## config.mk

```make
export PLATFORM = sky130hd
export DESIGN_NAME = kfe_tx_encoder
export DESIGN_NICKNAME = d
export VERILOG_FILES = /design/src/logic/kfe_pkg.sv /design/src/logic/kfe_tx_encoder.sv
export VERILOG_INCLUDE_DIRS = /design/src /design/src/logic
export SDC_FILE = /design/constraint.sdc
export NUM_CORES = 2
export LEC_CHECK = 0
export BUFFER_PORTS_ARGS = -buffer_cell sky130_fd_sc_hd__buf_2
export CAP_MARGIN = 40
export CORE_MARGIN = 2
export CORE_UTILIZATION = 56
export DETAILED_ROUTE_END_ITERATION = 10
export PLACE_DENSITY = 0.76
export RECOVER_POWER = 25
export SETUP_SLACK_MARGIN = 0.1
export SLEW_MARGIN = 20
export SYNTH_ARGS = -nofsm -noshare
export SYNTH_HDL_FRONTEND = slang
export SYNTH_SLANG_ARGS = --single-unit
```

## constraint.sdc

```tcl
create_clock -name ref_clk -period 6.65 [get_ports ref_clk]
set_clock_uncertainty 0.15 [all_clocks]
set_input_delay 0.3325 -clock ref_clk [delete_from_list [all_inputs] [get_ports ref_clk]]
set_output_delay 0.3325 -clock ref_clk [all_outputs]
set_load 0.02 [all_outputs]
```

## src/logic/kfe_defs.svh

```systemverilog
// Constants for the backplane coding transmit encoder.
// Included by the package and the design file; definitions only.
`ifndef KFE_DEFS_SVH
`define KFE_DEFS_SVH
`define KFE_BLK_W 66
`define KFE_DATA_W 64
`define KFE_MSG_W 65
`define KFE_PAR_W 32
`define KFE_TAIL_W 34
`define KFE_BLKS 32
`define KFE_CNT_W 5
`define KFE_LAST_CNT 5'h1f
`define KFE_FIRST_WORD 5'h01
`define KFE_TBIT_SRC 55
`define KFE_GEN_POLY 32'h00a00805
`define KFE_SCR_W 58
`define KFE_SCR_TAP_A 57
`define KFE_SCR_TAP_B 38
`define KFE_SCR_SEED 58'h2aaaaaaaaaaaaaa
`define KFE_FIFO_DEPTH 32
`endif

```

## src/logic/kfe_pkg.sv

```systemverilog
// Types shared by the backplane coding transmit encoder.
// Assumes kfe_defs.svh is on the include path.
`include "kfe_defs.svh"
package kfe_pkg;
  typedef struct packed {
    logic [1:0] sync;
    logic [`KFE_DATA_W-1:0] data;
  } kfe_blk_s;
  typedef struct packed {
    logic [`KFE_PAR_W-1:0] mask;
    logic [`KFE_PAR_W-1:0] period;
  } kfe_inj_s;
  typedef struct packed {
    logic coding_enable;
    logic clock_enable;
    logic reset_release;
    logic rate_10g;
    logic wan_mode;
  } kfe_ctl_s;
endpackage : kfe_pkg

```

## src/logic/kfe_tx_encoder.sv

```systemverilog
// Backplane forward error correction transmit path: input FIFO, transcoder,
// cyclic parity encoder, frame scrambler, bypass and error injector.
// Assumes one 66-bit block per beat and control inputs from same-clock registers.
//
// How it works
// - Transcode bit is lower sync XOR data55
// - Thirty-two blocks repack into thirty-two words
// - Parity is x32 message modulo generator
// - Frame is message then 32 parity bits
// - Scrambler is 58-bit 1+x39+x58 generator
// - Scrambler reseeded at every frame start
// - Scrambler XORed onto frame, no latency
// - Coding off routes PCS data unchanged
// - Injector follows scrambler and bypass mux
// - Mask XORed once per period+1 66-bit words
// - Zero period continuous, else that gap
// - Injector adds one 66-bit-word register
// - One clock and one reset only
// - Receive bypass passes with zero latency
// - Coding off after reset, 10G non-WAN
`timescale 1ns/1ns
`include "kfe_defs.svh"

module kfe_fifo #(
  parameter int WIDTH = 66,
  parameter int DEPTH = 32
) (
  // Clock and reset
  input wire logic ref_clk,
  input wire logic rst,
  // Fill side
  input wire logic [WIDTH-1:0] in_data,
  input wire logic in_valid,
  output logic in_ready,
  // Drain side
  output logic [WIDTH-1:0] out_data,
  output logic out_valid,
  input wire logic out_ready
);
  localparam int AW = $clog2(DEPTH);
  logic [WIDTH-1:0] mem [DEPTH];
  logic [AW-1:0] wr_r;
  logic [AW-1:0] rd_r;
  logic [AW:0] cnt_r;
  logic [AW:0] cnt_nxt;
  logic push;
  logic pop;
  assign push = in_valid && in_ready;
  assign pop = out_valid && out_ready;
  assign out_data = mem[rd_r];
  assign cnt_nxt = cnt_r + {{AW{1'b0}}, push} - {{AW{1'b0}}, pop};
  always_ff @(posedge ref_clk) begin
    if (push) begin
      mem[wr_r] <= in_data;
    end
  end
  // Flags are registered so both ready and valid leave from flip-flops
  always_ff @(posedge ref_clk) begin
    if (rst) begin
      wr_r <= '0;
      rd_r <= '0;
      cnt_r <= '0;
      in_ready <= 1'b0;
      out_valid <= 1'b0;
    end else begin
      wr_r <= push ? AW'(wr_r + 1'b1) : wr_r;
      rd_r <= pop ? AW'(rd_r + 1'b1) : rd_r;
      cnt_r <= cnt_nxt;
      in_ready <= cnt_nxt != (AW+1)'(DEPTH);
      out_valid <= cnt_nxt != '0;
    end
  end
endmodule : kfe_fifo

module kfe_tx_encoder #(
  parameter int FIFO_DEPTH = `KFE_FIFO_DEPTH
) (
  // Clock and reset
  input wire logic ref_clk,
  input wire logic rst,
  // Control bits from the management registers
  input wire kfe_pkg::kfe_ctl_s ctl,
  input wire kfe_pkg::kfe_inj_s inj,
  // Scrambled blocks from the PCS
  input wire kfe_pkg::kfe_blk_s pcs_blk,
  input wire logic pcs_valid,
  output logic pcs_ready,
  // Words toward the serializer
  output logic [`KFE_BLK_W-1:0] tx_word,
  output logic tx_valid,
  output logic tx_frame_start,
  input wire logic tx_ready,
  // Receive side bypass
  input wire logic [`KFE_BLK_W-1:0] rx_in_word,
  output logic [`KFE_BLK_W-1:0] rx_out_word
);
  // Cyclic parity over the first n bits of a word, most significant first
  function automatic logic [`KFE_PAR_W-1:0] crc_word(
    input logic [`KFE_PAR_W-1:0] st,
    input logic [`KFE_BLK_W-1:0] w,
    input int n
  );
    logic fb;
    logic [`KFE_PAR_W-1:0] s;
    fb = 1'b0;
    s = st;
    for (int i = 0; i < `KFE_BLK_W; i++) begin
      if (i < n) begin
        fb = w[`KFE_BLK_W-1-i] ^ s[`KFE_PAR_W-1];
        s = {s[`KFE_PAR_W-2:0], 1'b0} ^ (fb ? `KFE_GEN_POLY : '0);
      end
    end
    return s;
  endfunction : crc_word

  // One word of scrambler sequence, returned as {next state, sequence}
  function automatic logic [`KFE_SCR_W+`KFE_BLK_W-1:0] pn_word(
    input logic [`KFE_SCR_W-1:0] st
  );
    logic b;
    logic [`KFE_SCR_W-1:0] s;
    logic [`KFE_BLK_W-1:0] pn;
    b = 1'b0;
    s = st;
    pn = '0;
    for (int i = 0; i < `KFE_BLK_W; i++) begin
      b = s[`KFE_SCR_TAP_A] ^ s[`KFE_SCR_TAP_B];
      pn[`KFE_BLK_W-1-i] = b;
      s = {s[`KFE_SCR_W-2:0], b};
    end
    return {s, pn};
  endfunction : pn_word

  // Reset release low holds all coding state, as if reset
  // rst or reset release low, merged into one reset
  logic core_rst;
  assign core_rst = rst || !ctl.reset_release;

  assign rx_out_word = rx_in_word;

  kfe_pkg::kfe_blk_s q_blk;
  logic q_valid;
  logic q_ready;
  kfe_fifo #(
    .WIDTH(`KFE_BLK_W),
    .DEPTH(FIFO_DEPTH)
  ) u_fifo (
    .ref_clk(ref_clk),
    .rst(core_rst),
    .in_data(pcs_blk),
    .in_valid(pcs_valid),
    .in_ready(pcs_ready),
    .out_data(q_blk),
    .out_valid(q_valid),
    .out_ready(q_ready)
  );

  logic [`KFE_CNT_W-1:0] cnt_r;
  logic [`KFE_MSG_W-1:0] res_r;
  logic [`KFE_PAR_W-1:0] par_r;
  logic [`KFE_SCR_W-1:0] scr_r;
  logic en_r;
  logic have_prev_r;
  logic [`KFE_BLK_W-1:0] st_word_r;
  logic st_valid_r;
  logic st_start_r;
  logic [`KFE_PAR_W-1:0] gap_r;

  // Pipeline moves as one; output stall backs up into the FIFO
  logic adv;
  logic st_adv;
  logic pop;
  assign adv = !tx_valid || tx_ready;
  assign st_adv = adv && ctl.clock_enable;
  assign q_ready = st_adv;
  assign pop = q_valid && st_adv;

  // coding only at 10G outside WAN mode
  logic coding_req;
  logic mode_on;
  logic at_wrap;
  assign coding_req = ctl.coding_enable && ctl.rate_10g && !ctl.wan_mode;
  assign at_wrap = cnt_r == '0;
  assign mode_on = at_wrap ? coding_req : en_r;

  logic tbit;
  logic [`KFE_MSG_W-1:0] msg;
  assign tbit = q_blk.sync[0] ^ q_blk.data[`KFE_TBIT_SRC];
  assign msg = {tbit, q_blk.data};

  // repack with carried residue
  // Residue length reaches 66, so two bits wider than the counter
  logic [`KFE_CNT_W+1:0] res_len;
  logic [2*`KFE_MSG_W-1:0] cat;
  logic [`KFE_BLK_W-1:0] pack_word;
  assign res_len = (`KFE_CNT_W+2)'(`KFE_BLK_W) - (`KFE_CNT_W+2)'(cnt_r);
  assign cat = {res_r, `KFE_MSG_W'(0)} | ({msg, `KFE_MSG_W'(0)} >> res_len);
  assign pack_word = cat[2*`KFE_MSG_W-1 -: `KFE_BLK_W];

  // parity over message bits of this word
  logic [`KFE_PAR_W-1:0] par_base;
  logic [`KFE_PAR_W-1:0] par_next;
  logic [`KFE_TAIL_W-1:0] tail_bits;
  assign par_base = (cnt_r == `KFE_FIRST_WORD) ? '0 : par_r;
  assign tail_bits = res_r[`KFE_MSG_W-1 -: `KFE_TAIL_W];
  assign par_next = at_wrap ?
    crc_word(par_r, {tail_bits, `KFE_PAR_W'(0)}, `KFE_TAIL_W) :
    crc_word(par_base, pack_word, `KFE_BLK_W);

  // last word carries parity at the end
  logic [`KFE_BLK_W-1:0] enc_word;
  assign enc_word = at_wrap ? {tail_bits, par_next} : pack_word;

  // seed at the first word of a frame
  logic frame_first;
  logic [`KFE_SCR_W-1:0] scr_base;
  logic [`KFE_SCR_W+`KFE_BLK_W-1:0] pn_all;
  assign frame_first = cnt_r == `KFE_FIRST_WORD;
  assign scr_base = frame_first ? `KFE_SCR_SEED : scr_r;
  assign pn_all = pn_word(scr_base);

  logic [`KFE_BLK_W-1:0] sel_word;
  logic sel_valid;
  assign sel_word = mode_on ? (enc_word ^ pn_all[`KFE_BLK_W-1:0]) : q_blk;
  assign sel_valid = mode_on ? (!at_wrap || have_prev_r) : 1'b1;

  always_ff @(posedge ref_clk) begin
    if (core_rst) begin
      cnt_r <= '0;
      res_r <= '0;
      par_r <= '0;
      scr_r <= `KFE_SCR_SEED;
      en_r <= 1'b0;
      have_prev_r <= 1'b0;
    end else if (pop) begin
      en_r <= mode_on;
      if (mode_on) begin
        cnt_r <= (cnt_r == `KFE_LAST_CNT) ? '0 : cnt_r + 1'b1;
        res_r <= at_wrap ? msg : {cat[`KFE_DATA_W-1:0], 1'b0};
        par_r <= at_wrap ? '0 : par_next;
        scr_r <= pn_all[`KFE_SCR_W+`KFE_BLK_W-1 -: `KFE_SCR_W];
        have_prev_r <= 1'b1;
      end else begin
        cnt_r <= '0;
        have_prev_r <= 1'b0;
      end
    end
  end

  // Coding stage register ahead of the injector
  always_ff @(posedge ref_clk) begin
    if (core_rst) begin
      st_word_r <= '0;
      st_valid_r <= 1'b0;
      st_start_r <= 1'b0;
    end else if (st_adv) begin
      st_word_r <= sel_word;
      st_valid_r <= pop && sel_valid;
      st_start_r <= pop && mode_on && frame_first;
    end
  end

  logic inj_now;
  logic [`KFE_BLK_W-1:0] inj_word;
  assign inj_now = gap_r == '0;
  assign inj_word = st_word_r ^ {`KFE_TAIL_W'(0), inj_now ? inj.mask : `KFE_PAR_W'(0)};

  always_ff @(posedge ref_clk) begin
    if (core_rst) begin
      gap_r <= '0;
    end else if (st_adv && st_valid_r) begin
      gap_r <= inj_now ? inj.period : gap_r - 1'b1;
    end
  end

  always_ff @(posedge ref_clk) begin
    if (core_rst) begin
      tx_word <= '0;
      tx_valid <= 1'b0;
      tx_frame_start <= 1'b0;
    end else if (st_adv) begin
      tx_word <= inj_word;
      tx_valid <= st_valid_r;
      tx_frame_start <= st_valid_r && st_start_r;
    end
  end
endmodule : kfe_tx_encoder

```

==> summary by stage <==
Place
Routability-driven placement finished with a final weighted congestion of 1.08. The estimated wirelength of the detail-placed design is 263000 um. The count of buffers inserted at the top-level ports is 207.

Global routing
The initial antenna violation count is 28. The global-route usage over all layers is 40.9%. Entering global routing, the biggest net connects 72 pins. The via count of the first global-routing pass is 73630. The global-route wire length before repair is 566000 um. The residual overflow from global routing is 0.

Timing
The final hold slack is 161 ps. Measured against its own limit, the worst slew margin works out to -7.96%. Setup repair after global routing left no endpoint under its margin. The worst path in the final design needs a cycle of 6470 ps, including I/O delays and setup. The final setup TNS is 0 ps. The worst path uses 97.3% of the clock period. The final hold violation count was 0. Derived from the worst setup path, the maximum achievable clock frequency is 155 MHz. The final number of max-transition violations is 99. The final count of negative-setup-slack endpoints is 0. The slew at the pin closest to its max-slew limit is 1620 ps.

Finish
The area of the multi-input gates is 35800 um2. In the final layout, the share of cells above drive strength 1 is 19.8%. The layout net count is 8399. Registers take 70500 um2. Counting the fill cells in the layout gives 13344. The layout overhead on the synthesized area is 15.6%.

The top cell types in the final layout, fill and taps aside, are 2112 x sky130_fd_sc_hd__edfxtp_1, 599 x sky130_fd_sc_hd__mux2i_1, 557 x sky130_fd_sc_hd__nand2_1, 537 x sky130_fd_sc_hd__buf_4, 515 x sky130_fd_sc_hd__nor2_1. The commonest non-fill, non-tap cell in the layout is sky130_fd_sc_hd__edfxtp_1.

Floorplan
During I/O placement, the number of pins put on the boundary was 340. The effective utilization at floorplan is 56.5%. The die covers 198000 um2. The placeable core region is 193000 um2. The floorplan row count is 161.

The die outline height is 445 um. From left edge to right edge, the die measures 445 um.

Clocking
In this run the clock root is driven by a sky130_fd_sc_hd__clkbuf_16. The TritonCTS buffer count is 236. The number of sinks on the clock net is 2464.

The clock passes through at most 3 buffers. The clock-pin slew reported for the worst setup and hold paths after clock tree synthesis is 60 ps. The clock reaches the later pin of the worst-skew pair after 970 ps.

The clock tree from TritonCTS is built. The clock tree synthesis step divided the H-tree into 4 levels.

Pwr
The maximum resistive drop on vdd is 283 uV. For this design the static power due to leakage is 41.6 nW. Power comes to 33.2 mW. In this run the power density over the cells is 264 nW/um2.

Run
The number of maximum-capacitance constraint violations is 3.

Setup path
STA classifies the critical path endpoint as a flip-flop. The buffering stage count on the worst path with inverters included is 4. The biggest fanout along the worst timing path is 48. The slowest stage of the critical path belongs to the cell sky130_fd_sc_hd__a221oi_4. STA classifies the critical path startpoint as a flip-flop. Broken down by cell family, the worst path's largest delay share belongs to XOR/XNOR gates. The biggest cell delay along the critical path is 580 ps.

The critical path goes through buf_4 -> buf_8 -> mux4_2 -> and3_1 -> a31oi_1 -> buf_4 -> and4_2 -> mux4_2 -> nor2_1 -> o31ai_1 -> nand4_1 -> a221oi_4 -> buf_4 -> xor2_1 -> xnor3_1 -> xnor3_1 -> xnor3_1 -> xnor2_1 -> o31ai_1. Data on the critical path is required at its endpoint by 7300 ps. STA puts the critical path data arrival time at 7120 ps. The kind of critical path is reg2reg.

Status
The run finished, with violations left. The final reports fail on max-capacitance violations, max-slew violations.

Logic synthesis
In this run, synthesis inferred 2112 flip-flops with an integrated enable. The fraction of the yosys area taken by sequential cells is 64.7%. The area share of xor/xnor cells in the synthesized design is 4.53%. The synthesized netlist cell count is 7531. After synthesis, the largest family of logic cells by area is multiplexers. The simple-gate area share of the yosys netlist is 6.10%.

Synthesis inferred 2464 register bits. The adder and majority gate portion of the synthesized area is 0.214%. In this run the cell area of the synthesized design comes to 109000 um2.

The synthesized netlist devotes 8.61% of its cell area to compound gates. Of all flip-flops after synthesis, the portion carrying an async set or reset was 0%. A synthesized cell averages 14.5 um2. The Yosys warning count is 0. The number of library cell types mapped by synthesis is 102. The top flip-flop cell by instance count after synthesis is sky130_fd_sc_hd__edfxtp_1.

The share of synthesized area spent on multiplexers is 13.0%. The post-synthesis net count is 7754.

Worst hold path
The worst hold path begins at inj[15]. The worst hold path belongs to the class in2reg.

Route
The number of remaining DRC errors is 0. The violation count after the first detailed-route iteration is 11945. The overall via count from detail_route is 75600. The detail route stage leaves a number of antenna-violating nets equal to 0. After detailed routing, the number of vias per cell comes to 6.92. The routed wirelength normalized by instance count is 37.7 um. In the detailed route, the total length drawn on met2 is 185000 um. The highest layer touched by signal routing is met5.

Wire segments on met3 add up to 49900 um in the final route. After detailed routing, the wire length on met1 is 146000 um. Before antenna repair, the detailed router went through 8 iterations.

For this block, the routed nets add up to 411000 um of wire.
worst min-delay path: cells and delay by family:
kind | cells | cell delay (ps)
buffers and inverters | 2 | 660
AO/OA/AOI/OAI | 2 | 200
layer usage:
layer / GRT usage (%) / up-vias
li1: - / 30394
met1: 52.6 / 37640
met2: 62.3 / 6168
met3: 10.6 / 1386
met4: 25.8 / 12
met5: 0 / -
layout make-up:
cell class              instances  share of cell area (%)
flip-flops and latches       2464                    56.0
multi-input cells            4431                    28.5
repair buffers                992                    6.70
clock buffers                 295                    4.93
well taps                    2526                    2.51
clock inverters               142                    1.23
inverters                      51                   0.156
diodes                         19                  0.0378
cell usage after synthesis, types with 82 or more instances:
cell type	number	area share [%]
sky130_fd_sc_hd__mux4_2	331	6.8
sky130_fd_sc_hd__nor3_1	84	0.39
sky130_fd_sc_hd__a211oi_1	127	0.87
sky130_fd_sc_hd__nand2_1	562	1.9
sky130_fd_sc_hd__nand3_1	149	0.68
sky130_fd_sc_hd__dfxtp_1	352	6.5
sky130_fd_sc_hd__clkbuf_1	314	1.1
sky130_fd_sc_hd__o21ai_0	170	0.78
sky130_fd_sc_hd__xnor2_1	270	2.2
sky130_fd_sc_hd__edfxtp_1	2112	58
sky130_fd_sc_hd__o211ai_1	82	0.56
sky130_fd_sc_hd__a22oi_1	249	1.7
sky130_fd_sc_hd__a21oi_1	317	1.5
sky130_fd_sc_hd__mux2i_1	599	5.5
sky130_fd_sc_hd__buf_4	129	0.89
sky130_fd_sc_hd__xor2_1	208	1.7
sky130_fd_sc_hd__nor2_1	558	1.9
report_power, final:
group	switching, mW	total [mW]	internal [mW]
logic	1.87	2.82	0.950
clock network	6.06	13.5	7.44
registers	0.0535	16.9	16.9
total	7.98	33.2	25.2
worst paths after layout:
kind              slack (ps)          end  cells after the start
hold / removal           160    gap_r[15]                      4
setup reg to reg         180    par_r[25]                     19
setup / recovery         180    par_r[25]                     19
hold reg to reg          300  tx_word[34]                      2
stage by stage:
stage | utilization (%) | cells | worst slack (ps) | area (um2)
after floorplan | - | 7531 | 123 | 109000
after global placement | 60.1 | 10268 | -415 | 116000
final | 65.2 | 10920 | 182 | 126000
after CTS | 65.1 | 10880 | 165 | 126000
after detailed placement | 60.3 | 10296 | -441 | 116000
after global routing | 65.2 | 10906 | 120 | 126000
logic make-up after synthesis:
kind of cell	Yosys count
muxes	989
DFF	2464
AOI/OAI and AO/OA	1371
adders and majority gates	18
and+or+nand+nor	1541
xor gates and xnor gates	512
buffers and inverters	636
flip-flops by register name (all words and copies together), names as in the netlist, named ones only:
| signal | count |
|---|---|
| res_r | 65 |
| u_fifo.wr_r | 5 |
| en_r | 1 |
| tx_frame_start | 1 |
| st_word_r | 66 |
| u_fifo.cnt_r | 6 |
| tx_word | 66 |
| tx_valid | 1 |
| st_start_r | 1 |
| u_fifo.rd_r | 5 |
| u_fifo.out_valid | 1 |
| gap_r | 32 |
| st_valid_r | 1 |
| u_fifo.mem | 2112 |
| cnt_r | 5 |
| u_fifo.in_ready | 1 |
| par_r | 32 |
| scr_r | 58 |
what timing repair did:
action	CTS	global route
endpoints found under the setup margin	5	6
hold buffers	147	0
hold endpoints to repair	2257	0
resized for setup	5	6
setup buffers	0	15
Power figures use the tool's default switching activity.
